File: src/gpio_led_pkg.sv
package gpio_led_pkg;
  // pin count and clock rate
  localparam int PIN_COUNT = 3;
  localparam int CLK_MHZ = 100;
  // blink phase length in milliseconds
  localparam int BLINK_MS = 80;
  localparam int BLINK_CYCLES = BLINK_MS * CLK_MHZ * 1000;
  // pin index of each led function
  localparam int SPEED_PIN = 0;
  localparam int LINK_PIN = 1;
  localparam int DUPLEX_PIN = 2;
  // pin direction modes
  typedef enum logic [1:0] {
    MODE_INPUT      = 2'h0,
    MODE_PUSH_PULL  = 2'h1,
    MODE_OPEN_DRAIN = 2'h2
  } pin_mode_type;
  // per-pin software configuration
  typedef struct packed {
    logic         led_sel;
    pin_mode_type mode;
    logic         out_val;
  } pin_cfg_type;
  // status from the phy
  typedef struct packed {
    logic speed_100;
    logic autoneg_busy;
    logic link_up;
    logic activity;
    logic full_duplex;
  } phy_status_type;
  // activity blinker states
  typedef enum logic [1:0] {
    BLINK_IDLE = 2'h0,
    BLINK_OFF  = 2'h1,
    BLINK_ON   = 2'h2
  } blink_state_type;
endpackage

File: src/activity_blinker.sv
`timescale 1ns/1ps
module activity_blinker #(
  parameter int PHASE_CYCLES = gpio_led_pkg::BLINK_CYCLES
) (
  input  wire logic i_clk,
  input  wire logic i_nrst,
  input  wire logic i_link_up,
  input  wire logic i_activity,
  output logic      o_led_n
);
  initial begin
    if (PHASE_CYCLES < 2) $error("phase too short");
  end
  localparam int CW = $clog2(PHASE_CYCLES + 1);
  localparam logic [CW-1:0] LAST = CW'(PHASE_CYCLES - 1);
  gpio_led_pkg::blink_state_type state;
  gpio_led_pkg::blink_state_type next_state;
  logic [CW-1:0] count;
  logic          count_done;
  logic          next_led_n;
  assign count_done = (count == LAST);
  // next state: off pulse, then on guard, then repeat on activity
  always_comb begin
    next_state = state;
    unique case (state)
      gpio_led_pkg::BLINK_IDLE: if (i_activity) next_state = gpio_led_pkg::BLINK_OFF;
      gpio_led_pkg::BLINK_OFF:  if (count_done) next_state = gpio_led_pkg::BLINK_ON;
      gpio_led_pkg::BLINK_ON: begin
        if (count_done) next_state = i_activity ? gpio_led_pkg::BLINK_OFF : gpio_led_pkg::BLINK_IDLE;
      end
      default: next_state = gpio_led_pkg::BLINK_IDLE;
    endcase
  end
  // off while the pulse runs or the link is down; lit solid otherwise
  assign next_led_n = i_link_up ? (next_state == gpio_led_pkg::BLINK_OFF) : 1'b1;
  // state and phase counter
  always_ff @(posedge i_clk or negedge i_nrst) begin
    if (!i_nrst) begin
      state   <= gpio_led_pkg::BLINK_IDLE;
      count   <= '0;
      o_led_n <= 1'b1;
    end else begin
      state   <= next_state;
      count   <= (next_state != state) ? '0 : (count_done ? count : count + 1'b1);
      o_led_n <= next_led_n;
    end
  end
endmodule // activity_blinker

File: src/gpio_led_indicator.sv
`timescale 1ns/1ps
module gpio_led_indicator #(
  parameter int PINS         = gpio_led_pkg::PIN_COUNT,
  parameter int PHASE_CYCLES = gpio_led_pkg::BLINK_CYCLES
) (
  input  wire logic                        i_clk,
  input  wire logic                        i_nrst,
  input  wire gpio_led_pkg::pin_cfg_type   i_cfg [PINS],
  input  wire gpio_led_pkg::phy_status_type i_phy,
  input  wire logic [PINS-1:0]             i_pin,
  output logic [PINS-1:0]                  o_pin,
  output logic [PINS-1:0]                  o_pin_oe,
  output logic [PINS-1:0]                  o_pin_in
);
  initial begin
    if (PINS != gpio_led_pkg::PIN_COUNT) $error("pin count fixed at three");
  end
  logic [PINS-1:0] sync1;
  logic [PINS-1:0] sync2;
  logic            speed_led_n;
  logic            link_activity_led_n;
  logic            duplex_led_n;
  logic            speed_10;
  logic [PINS-1:0] led_val;
  logic [PINS-1:0] next_out;
  logic [PINS-1:0] next_oe;
  // 10M speed indication
  assign speed_10 = i_phy.link_up && !i_phy.speed_100 && !i_phy.autoneg_busy;
  // link led blinker
  activity_blinker #(
    .PHASE_CYCLES (PHASE_CYCLES)
  ) u_blink (
    .i_clk      (i_clk),
    .i_nrst     (i_nrst),
    .i_link_up  (i_phy.link_up),
    .i_activity (i_phy.activity),
    .o_led_n    (link_activity_led_n)
  );
  // registered led levels
  always_ff @(posedge i_clk or negedge i_nrst) begin
    if (!i_nrst) begin
      speed_led_n  <= 1'b0;
      duplex_led_n <= 1'b1;
    end else begin
      speed_led_n  <= speed_10;
      duplex_led_n <= !(i_phy.link_up && i_phy.full_duplex);
    end
  end
  assign led_val[gpio_led_pkg::SPEED_PIN]  = speed_led_n;
  assign led_val[gpio_led_pkg::LINK_PIN]   = link_activity_led_n;
  assign led_val[gpio_led_pkg::DUPLEX_PIN] = duplex_led_n;
  // pin drive selection
  always_comb begin
    for (int i = 0; i < PINS; i++) begin
      if (i_cfg[i].led_sel) begin
        next_out[i] = 1'b0;
        next_oe[i]  = !led_val[i];
      end else begin
        unique case (i_cfg[i].mode)
          gpio_led_pkg::MODE_PUSH_PULL: begin
            next_out[i] = i_cfg[i].out_val;
            next_oe[i]  = 1'b1;
          end
          gpio_led_pkg::MODE_OPEN_DRAIN: begin
            next_out[i] = 1'b0;
            next_oe[i]  = !i_cfg[i].out_val;
          end
          default: begin
            next_out[i] = 1'b0;
            next_oe[i]  = 1'b0;
          end
        endcase
      end
    end
  end
  // output and input synchroniser registers
  always_ff @(posedge i_clk or negedge i_nrst) begin
    if (!i_nrst) begin
      o_pin    <= '0;
      o_pin_oe <= '0;
      sync1    <= '0;
      sync2    <= '0;
    end else begin
      o_pin    <= next_out;
      o_pin_oe <= next_oe;
      sync1    <= i_pin;
      sync2    <= sync1;
    end
  end
  assign o_pin_in = sync2;
endmodule // gpio_led_indicator

File: config.mk
export PLATFORM = sky130hd
export DESIGN_NAME = gpio_led_indicator
export DESIGN_NICKNAME = d
export VERILOG_FILES = /design/src/gpio_led_pkg.sv /design/src/activity_blinker.sv /design/src/gpio_led_indicator.sv
export SDC_FILE = /design/constraint.sdc
export NUM_CORES = 1
export LEC_CHECK = 0
export BUFFER_PORTS_ARGS = -buffer_cell sky130_fd_sc_hd__buf_2
export CAP_MARGIN = 20
export CELL_PAD_IN_SITES_DETAIL_PLACEMENT = 2
export CELL_PAD_IN_SITES_GLOBAL_PLACEMENT = 2
export CORE_UTILIZATION = 35
export CTS_CLUSTER_SIZE = 20
export DETAILED_ROUTE_END_ITERATION = 6
export PLACE_DENSITY_LB_ADDON = 0.1
export RECOVER_POWER = 50
export REMOVE_ABC_BUFFERS = 1
export SYNTH_ARGS = -nofsm -noshare
export SYNTH_HDL_FRONTEND = slang
export SYNTH_SLANG_ARGS = --single-unit
File: constraint.sdc
create_clock -name i_clk -period 2.6 [get_ports i_clk]
set_input_delay 0.39 -clock i_clk [delete_from_list [all_inputs] [get_ports i_clk]]
set_output_delay 0.39 -clock i_clk [all_outputs]
set_load 0.005 [all_outputs]
Word level (Yosys, flattened, before mapping):

Index checks and enable logic that the tools add are counted.
W data, S select, Z words.

* output and inout port bits: 9
* input port bits: 22
* register bits: 40
* word-level logic and storage cells: 55

* reduce and logical (&&, ||, !) cells: 13
* add/sub/neg operators: 1
* mux-type cells: 20
* equal/unequal tests: 12

Operators by type and width (number)
* $mux W23: 2
* $add A23 B1 Y23 const B: 1
* $eq A23 B23 Y1 const B: 1
* $mux W1: 11
* $eq A2 B1 Y1 const B: 5
* $logic_not A1 Y1: 9
* $eq A2 B2 Y1 const B: 4
* $mux W2: 3
* $pmux W1 S2: 3
* $pmux W2 S3: 1
* $logic_and A1 B1 Y1: 3
* $logic_not A2 Y1: 1
* $ne A2 B2 Y1: 1
* $ne A2 B2 Y1 const B: 1

Depth between registers and ports, before layout:

Gate-level depths: netlist (run 1).

* depth in word-level cells: 5
* depth in mapped cells: 8
* gate-level depth less buffers: 6

Cells and area by module:

A second synthesis (run 1) with hierarchy kept.

* cell total of the unflattened synthesis: 193
* area total of the unflattened synthesis: 2048.2 um^2

Modules (own cells, without submodules)
* activity_blinker: area each 1488.9 um^2, cells each 151, seq. area each 651.9 um^2, times used 1
* gpio_led_indicator: area each 559.3 um^2, cells each 42, seq. area each 351.6 um^2, times used 1

Least setup slack after synthesis (run 1):

No wires, ideal clock.

* path kind: register -> register
* from: register u_blink.count[0]
* to: register u_blink.count[8]
* path slack: 0.603 ns
* setup time: 0.078 ns
* stages on the path, launching flop included: 9
* required time: 2.522 ns
* data arrival time: 1.920 ns
* clock period less this slack: 1.997 ns
* buffers on the path: 2
* cell sequence: dfrtp_1 > ha_1 > and4_4 > and4_4 > buf_6 > and3_4 > buf_6 > or4_1 > a21oi_1

* longest elaborated chain between the ends: 5
* elaborated cells on any way between the ends: 9
* those cells by class: 1 x add/sub; 3 x eq/ne; 5 x mux

RTL lines
* start: declaration: line activity_blinker.sv:18 `logic [CW-1:0] count;`
* start signal: assignment: line activity_blinker.sv:44 `count <= (next_state != state) ? '0 : (count_done ? count : count + 1'b1);`
* branches (longest 5 deep; another with $add A23 B1 Y23)

Parallel ways; which one is timed is not known. The select of a mux whose other input is x is not followed.
A chain may end at the register's enable or synchronous reset.

Worst setup path in the final report (run 1):

* from: register u_blink.count[0]
* to: register u_blink.count[19]

Same word-level chain as after synthesis.

==> out/results.txt, run 1 <==
most frequent cells in the layout - dfrtp_1, buf_2, nor2_1
Vias - 1553
largest net degree at the start of global routing - 41
Pre-antenna DRT Iters - 4
Worst Setup SP - u_blink.count[0]
Die H - 77.0 um
xor-xnor portion of the synthesized cell area - 0.0623
switching share of total power - 0.284
Hold Crit Class - primary input to flop
# fillers - 598
non-filler cells in the finished layout - 297
hold-fix buffers at CTS - 0
Worst slew margin - -0.436
# resized after CTS - 0
Diodes inserted - 0
area taken by multi-input logic gates - 887 um^2
Async SR Flop Fraction - 1.00
initial antenna violation count - 0
Post-synth EDFFs - 0
share of the synthesized area in the top cell type - 0.483
Main synth FF type - dfrtp_1
Util after Layout - 0.437
area grow syn2layout - 17.0%
vias in the first global route - 1799
area leader, netlist - dfrtp_1
achievable frequency - 0.484 GHz
starting DRC count in detailed routing - 77
critical path peak fanout - 19
drt via density - 5.23
Clk pin slew, worst setup/hold paths - 80 ps
Max clock buf depth - 2
P_leak - 0.00105 uW
total core area - 5270 um^2
Rows - 26
RR Endpoint - u_blink.count[19]
buffers added on ports - 30
DR WL/cell - 17.0 um
Remaining Overflow, GRT - 0
reg2reg setup slack - 530 ps
Final Max Slew Viols - 41
Skew-Pair Late Insertion Delay - 290 ps
ranking of synthesized cells by area - dfrtp_1, xor2_1, ha_1
H-tree depth - 2
Syn Area/Cell - 10.3 um^2
num ports - 31
R2R cell count - 6
Placer Congestion - 0.849
internal power - 1120 uW
Setup CP Type - flop to flop
Setup TNS - 0 ps
gr usage total - 0.190
commonest non-fill, non-tap cell in the layout - dfrtp_1
Layout Skew - 6.97 ps
fin nets - 255
Post-Place Worst Slack - 571 ps
Worst Setup Slack, final - 534 ps
VDD IR max - 0.290 mV
final hold viol count - 0
GR Util met1 - 0.231
largest family of logic cells by synthesized area - simple AND/OR/NAND/NOR gates
Critical Path RT - 2750 ps
WL final - 5.05 mm
post-CTS setup buffer count - 0
Slew @ Worst Pin - 2150 ps
violated checks - capacitance limit, slew limit
CTS sink count - 40
drc violations - 0
simple-gate share of the synthesized area - 0.239
mux cell area share after synthesis - 0
synthesized-area fraction occupied by adder cells - 0.0445
synthesized cell area - 1970 um^2
root buf cell - clkbuf_8
register area share after synthesis - 0.510
Cells after DPL - 289
post-synthesis compound-gate area fraction - 0.105
Storage cell area - 1000 um^2
combinational share of power - 0.139
worst r2r src - u_blink.count[0]
fin crit period - 2070 ps
GR Util met2 - 0.341
Yosys Warn Count - 0
DP Wirelength - 3.87 mm
pwr dens - 676 nW/um^2
Crit. End Element - flop
status - finished with violations
CP endpoint - u_blink.count[19]
CTS tree - done
max_cap viols - 1
starting density of the core - 0.373
CTS Buf Count - 5
Flop pwr share - 0.520
Tcrit/Tclk final - 0.795
Post-Syn Instances - 191
switching power - 441 uW
die footprint - 5930 um^2
RSZ-0062 raised after global routing - no
critical path startpoint category - flop
first-pass GRT wire length - 8.82 mm
GRT busiest layer - met2
die width - 77.0 um
clock power share - 0.341
#FFs+latches synth - 40
Final Setup Violations - 0
Cell variety after synth - 45
layout cells sized above 1 - 0.203
crit path DAT - 2210 ps
Post-DRT Antenna Nets - 0
met3 Use GR - 0.0381
[power groups by stage]
stage,sequential [uW],clock (uW),combinational [uW]
floorplan,787,0,139
global placement,810,0,205
detailed placement,820,0,221
CTS,808,551,225
global route,824,576,249
finish,809,531,217
[final cells by class]
class	count	area share
repair buffers	32	0.0685
flip-flops and latches	40	0.436
multi-input cells	135	0.385
clock inverters	2	0.0168
well taps	70	0.0380
clock buffers	6	0.0359
inverters	12	0.0196
[worst max-delay path, stage by stage, from the launching register on]
cell	delay, ps
dfrtp_1	430
ha_1	280
and4_4	240
and4_4	260
a22oi_1	140
nor2_4	430
nor2_1	130
[state kept, by name, summed over array words and instances, names as in the netlist]
signal	flops
o_pin	3
u_blink.o_led_n	1
o_pin_oe	3
u_blink.state	2
sync1	3
speed_led_n	1
u_blink.count	23
o_pin_in	3
duplex_led_n	1
[kinds of logic after synthesis]
family / count (synthesis)
DFF: 40
AOI/OAI and AO/OA: 32
buffers and inverters: 16
xor gates and xnor gates: 14
adders and majority gates: 7
and+or+nand+nor: 82
[per-stage QoR]
| step | total power, uW | hold WS (ps) | area [um^2] |
|---|---|---|---|
| floorplan | 925 | 94.4 | 1940 |
| global placement | 1020 | 343 | 2190 |
| detailed placement | 1040 | 339 | 2190 |
| CTS | 1580 | 197 | 2310 |
| global route | 1650 | 186 | 2300 |
| finish | 1560 | 206 | 2300 |
[cell usage after synthesis, drive strengths merged, types with 2 or more instances]
library cell	number
dfrtp	38
nor2	21
nand2	16
inv	12
a21oi	11
xor2	11
nand3	9
o31ai	8
ha	7
and3	5
nand4	5
nand2b	4
or4	4
and4	3
buf	3
nor3	3
o21ai	3
xnor2	3
dfstp	2
nor3b	2
nor4	2
nor4b	2
o211ai	2
[routing by layer]
| layer | routed length [um] | vias up |
|---|---|---|
| met5 | 0 | - |
| met4 | 71 | 0 |
| met3 | 128 | 9 |
| met2 | 2650 | 22 |
| met1 | 2210 | 783 |
| li1 | - | 739 |
[worst min-delay path by stage]
stage	start	end	slack [ps]	depth (start not counted)
floorplan	i_nrst	o_pin[0]	90	0
global route	i_pin[0]	sync1[0]	190	1
CTS	i_pin[1]	sync1[1]	200	1
detailed placement	sync1[1]	o_pin_in[1]	340	0
finish	i_pin[1]	sync1[1]	210	1
global placement	sync1[0]	o_pin_in[0]	340	0
Note: power is estimated with default switching activity, not from simulation.
==> inputs of run 2 (changes only) <==
CORE_UTILIZATION = 32   (was 35)
clock period = 1.8 ns   (was 2.6 ns; I/O delays follow)
==> run 2 against run 1 <==
Effect of this change: the flow finishes with violations (setup timing); global-route usage up 1.9 points; largest cell class unchanged; non-clock buffer count up 29; clock power up 49%; via count up 9.8%; cell area up 15%; flip-flop and latch count unchanged; sequential share of layout area down 5.7 points; hold slack worse by 140 ps.
==> out/results.txt, run 2 (synthesis gave the netlist of run 1 again) <==
status - finished with violations (unchanged)
violated checks - setup timing (was capacitance limit, slew limit)
die width - 80.4 um (was 77.0 um)
DR WL/cell - 18.5 um (was 17.0 um)
fin nets - 285 (was 255)
Worst slew margin - 0.217 (was -0.436)
Max clock buf depth - 2 (unchanged)
critical path startpoint category - flop (unchanged)
Layout Skew - 7.17 ps (was 6.97 ps)
Remaining Overflow, GRT - 0 (unchanged)
gr usage total - 0.209 (was 0.190)
Clk pin slew, worst setup/hold paths - 80 ps (about the same)
Hold Crit Class - primary input to flop (unchanged)
Final Setup Violations - 1 (was 0)
P_leak - 0.00122 uW (was 0.00105 uW)
Storage cell area - 1000 um^2 (about the same)
drc violations - 0 (unchanged)
# fillers - 659 (was 598)
drt via density - 5.14 (was 5.23)
vias in the first global route - 1999 (was 1799)
commonest non-fill, non-tap cell in the layout - dfrtp_1 (unchanged)
Die H - 80.4 um (was 77.0 um)
CP top delay family - simple AND/OR/NAND/NOR gates (unchanged)
total core area - 5920 um^2 (was 5270 um^2)
H-tree depth - 2 (unchanged)
VDD IR max - 0.439 mV (was 0.290 mV)
CP Cell Sequence - ha_2, and4_4, and4_4, and3_4, or4_4, a21oi_2 (was ha_1, and4_4, and4_4, a22oi_1, nor2_4, nor2_1)
CTS sink count - 40 (unchanged)
Setup TNS - -0.458 ps (was 0 ps)
fin crit period - 1800 ps (was 2070 ps)
die footprint - 6470 um^2 (was 5930 um^2)
Post-DRT Antenna Nets - 0 (unchanged)
CTS tree - done (unchanged)
initial antenna violation count - 0 (unchanged)
Vias - 1705 (was 1553)
fin area - 2650 um^2 (was 2300 um^2)
most frequent cells in the layout - dfrtp_1, buf_4, buf_2 (was dfrtp_1, buf_2, nor2_1)
Placer Congestion - 0.785 (was 0.849)
largest net degree at the start of global routing - 22 (was 41)
crit path DAT - 2020 ps (was 2210 ps)
layout cells sized above 1 - 0.358 (was 0.203)
root buf cell - clkbuf_8 (unchanged)
Largest Register - u_blink.count (unchanged)
Critical Path Slowest Stage Cell - or4_4 (was dfrtp_1)
WL final - 6.14 mm (was 5.05 mm)
buffers added on ports - 30 (unchanged)
Util after Layout - 0.448 (was 0.437)
achievable frequency - 0.555 GHz (was 0.484 GHz)
pwr dens - 926 nW/um^2 (was 676 nW/um^2)
max_cap viols - 0 (was 1)
Slew @ Worst Pin - 1170 ps (was 2150 ps)
Rows - 28 (was 26)
starting density of the core - 0.332 (was 0.373)
starting DRC count in detailed routing - 67 (was 77)
RSZ-0062 raised after global routing - yes (was no)
first-pass GRT wire length - 10.0 mm (was 8.82 mm)
Crit path largest cell delay - 490 ps (was 430 ps)
Setup CP Type - flop to flop (unchanged)
Diodes inserted - 0 (unchanged)
Crit path top cell by count - and4_4 (unchanged)
Tcrit/Tclk final - 1.00 (was 0.795)
num ports - 31 (unchanged)
Final Max Slew Viols - 0 (was 41)
Pre-antenna DRT Iters - 4 (unchanged)
DP Wirelength - 4.51 mm (was 3.87 mm)
critical path peak fanout - 7 (was 19)
CP bufs+invs - 0 (unchanged)
area grow syn2layout - 34.8% (was 17.0%)
max reg flops - 23 (unchanged)
area taken by multi-input logic gates - 987 um^2 (was 887 um^2)
Placed Area - 2390 um^2 (was 2190 um^2)
CTS Buf Count - 5 (unchanged)
Crit. End Element - flop (unchanged)
final hold viol count - 0 (unchanged)
Worst Setup Slack, final - -0.458 ps (was 534 ps)
Skew-Pair Late Insertion Delay - 300 ps (was 290 ps)
Critical Path RT - 2020 ps (was 2750 ps)
-- run 2: timing repair --
action / CTS / global route
resized for setup: 9 / 16
pin swaps: 4 / 9
hold endpoints to repair: 19 / 0
gates cloned: 1 / 0
hold buffers: 1 / 0
setup endpoints to repair: 9 / 23
buffers inserted: 3 / 1
-- run 2: metal layers --
layer | global-route usage | wire length, um
met4 | 0.0643 | 69
met1 | 0.245 | 2550
met5 | 0 | 0
met3 | 0.0318 | 144
met2 | 0.386 | 3380
-- run 2: metrics by stage --
stage	hold WS (ps)	worst slack (ps)	power, uW	std cells
finish	70.9	-0.458	2460	332
global route	64.6	-83.5	2580	332
CTS	74.4	2.18	2420	331
detailed placement	258	-84.9	1590	318
global placement	246	-25.1	1530	318
floorplan	-25.6	-49.2	1340	187
-- run 2: final cells by class --
cell class / count / area share
Clock inverter: 2 / 0.0146
Tap cell: 75 / 0.0354
Multi-Input combinational cell: 136 / 0.372
Sequential cell: 40 / 0.379
Inverter: 12 / 0.0170
Timing Repair Buffer: 61 / 0.151
Clock buffer: 6 / 0.0311
-- run 2: final timing paths --
path	end	slack (ps)	from	cells past startpoint
min in group asynchronous	sync1[0]	720	i_nrst	2
max reg2reg	u_blink.count[5]	-0.5	u_blink.count[1]	6
min	sync1[0]	70	i_pin[0]	1
max	u_blink.count[5]	-0.5	u_blink.count[1]	6
min reg2reg	o_pin_in[1]	360	sync1[1]	0
max in group asynchronous	duplex_led_n	300	i_nrst	3
-- run 2: power breakdown --
group          switching (uW)  internal [uW]
Clock                     339            454
Combinational             260            242
Sequential                142           1020
Total                     742           1710
==> inputs of run 3 (changes only) <==
CORE_ASPECT_RATIO = 0.75   (was not set)
REMOVE_ABC_BUFFERS = not set   (was 1)
==> run 3 against run 2 <==
Effect of this change: the run now ends clean; combinational power rose by 8.0%; sequential share of layout area rose by 1.3 points; final cell count fell by 0.30%; flip-flop and latch count did not move; routed wire length rose by 0.85%; die area barely moved; via count rose by 0.65%; critical endpoint is now u_blink.count[9]; largest cell class unchanged.
==> out/results.txt, run 3 (synthesis gave the netlist of run 1 again) <==
status - finished clean (was finished with violations)
Pre-antenna DRT Iters - 4 (unchanged)
max_cap viols - 0 (unchanged)
CTS Buf Count - 5 (unchanged)
largest net degree at the start of global routing - 41 (was 22)
root buf cell - clkbuf_8 (unchanged)
starting density of the core - 0.334 (was 0.332)
initial antenna violation count - 0 (unchanged)
H-tree depth - 2 (unchanged)
Max clock buf depth - 2 (unchanged)
WL final - 6.19 mm (was 6.14 mm)
drt via density - 5.18 (was 5.14)
num ports - 31 (unchanged)
gr usage total - 0.213 (was 0.209)
Post-DRT Antenna Nets - 0 (unchanged)
fin area - 2570 um^2 (was 2650 um^2)
syn_nets - 220
CP Cell Sequence - ha_2, and4_4, and4_4, a2111oi_1, xnor2_1, nor2_1 (was ha_2, and4_4, and4_4, and3_4, or4_4, a21oi_2)
crit path DAT - 1940 ps (was 2020 ps)
Rows - 24 (was 28)
commonest non-fill, non-tap cell in the layout - dfrtp_1 (unchanged)
max reg flops - 23 (unchanged)
Hold Crit Class - primary input to flop (unchanged)
first-pass GRT wire length - 10.3 mm (was 10.0 mm)
DP Wirelength - 4.58 mm (was 4.51 mm)
fin crit period - 1760 ps (was 1800 ps)
CTS tree - done (unchanged)
Final Setup Violations - 0 (was 1)
Post-Place Worst Slack - -36.5 ps (was -84.9 ps)
critical path peak fanout - 8 (was 7)
Vias - 1716 (was 1705)
fin nets - 281 (was 285)
Placed Area - 2390 um^2 (about the same)
Slew @ Worst Pin - 1020 ps (was 1170 ps)
Clk pin slew, worst setup/hold paths - 80 ps (about the same)
Die H - 69.9 um (was 80.4 um)
Setup CP Type - flop to flop (unchanged)
Crit path largest cell delay - 460 ps (was 490 ps)
area grow syn2layout - 30.4% (was 34.8%)
Remaining Overflow, GRT - 0 (unchanged)
pwr dens - 898 nW/um^2 (was 926 nW/um^2)
Worst Setup Slack, final - 44.5 ps (was -0.458 ps)
Worst slew margin - 0.317 (was 0.217)
buffers added on ports - 30 (unchanged)
Tcrit/Tclk final - 0.975 (was 1.00)
DR WL/cell - 18.7 um (was 18.5 um)
critical path startpoint category - flop (unchanged)
most frequent cells in the layout - dfrtp_1, buf_2, buf_4 (was dfrtp_1, buf_4, buf_2)
Skew-Pair Late Insertion Delay - 300 ps (about the same)
VDD IR max - 0.390 mV (was 0.439 mV)
Min Hold Slack - 73.9 ps (was 70.9 ps)
Crit. End Element - flop (unchanged)
die footprint - 6470 um^2 (about the same)
Util after Layout - 0.436 (was 0.448)
drc violations - 0 (unchanged)
P_leak - 0.00119 uW (was 0.00122 uW)
Crit path top cell by count - and4_4 (unchanged)
starting DRC count in detailed routing - 47 (was 67)
layout cells sized above 1 - 0.348 (was 0.358)
CP bufs+invs - 0 (unchanged)
total core area - 5890 um^2 (was 5920 um^2)
die width - 92.6 um (was 80.4 um)
achievable frequency - 0.570 GHz (was 0.555 GHz)
Diodes inserted - 0 (unchanged)
Placer Congestion - 0.843 (was 0.785)
vias in the first global route - 1962 (was 1999)
Layout Skew - 5.79 ps (was 7.17 ps)
Final Max Slew Viols - 0 (unchanged)
CTS sink count - 40 (unchanged)
Largest Register - u_blink.count (unchanged)
Critical Path RT - 1990 ps (was 2020 ps)
CP top delay family - compound AO/OA/AOI/OAI gates (was simple AND/OR/NAND/NOR gates)
final hold viol count - 0 (unchanged)
Critical Path Slowest Stage Cell - a2111oi_1 (was or4_4)
RSZ-0062 raised after global routing - yes (unchanged)
## run 3: cell type report
type | count | area (um^2)
Multi-Input combinational cell | 136 | 970
Timing Repair Buffer | 57 | 362
Fill cell | 674 | 3320
Sequential cell | 40 | 1000
Inverter | 12 | 45.0
Clock buffer | 5 | 68.8
Clock inverter | 3 | 18.8
Tap cell | 78 | 97.6
## run 3: worst reg2reg max path, cell delays in order, from the launching register on
cell	delay, ps
dfrtp_1	390
ha_2	200
and4_4	150
and4_4	170
a2111oi_1	460
xnor2_1	200
nor2_1	80
## run 3: metrics by stage
stage	TNS, ps	std cells	power (uW)
3_3_place_gp	-180	320	1570
6_report	0	331	2300
2_1_floorplan	-197	191	1340
5_1_grt	-57.2	331	2430
3_5_place_dp	-76.3	320	1640
4_1_cts	0	331	2290
## run 3: layer usage
layer  wire (um)  track usage
met2        3140        0.354
met5           0            0
met3         172       0.0447
met4         100       0.0712
met1        2780        0.277
## run 3: worst paths after layout
path,start,to,slack (ps),cells after the start
setup / recovery,u_blink.count[0],u_blink.count[9],40,6
min in group asynchronous,i_nrst,u_blink.count[8],210,2
hold / removal,i_pin[0],sync1[0],70,1
hold reg to reg,sync1[1],o_pin_in[1],370,0
max in group asynchronous,i_nrst,u_blink.count[5],900,2
setup reg to reg,u_blink.count[0],u_blink.count[9],40,6
## run 3: where the power goes
| group | leakage, uW | switching (uW) | internal, uW | total [uW] |
|---|---|---|---|---|
| clock network | 0.0000479 | 351 | 271 | 622 |
| logic | 0.000642 | 286 | 256 | 542 |
| registers | 0.000501 | 118 | 1020 | 1140 |
## run 3: repair_timing
action | 4_1_cts | 5_1_grt
pin swaps | 3 | 1
hold buffers | 0 | 0
gates cloned | 1 | 0
buffers inserted | 2 | 0
setup endpoints to repair | 9 | 24
resized for setup | 3 | 11
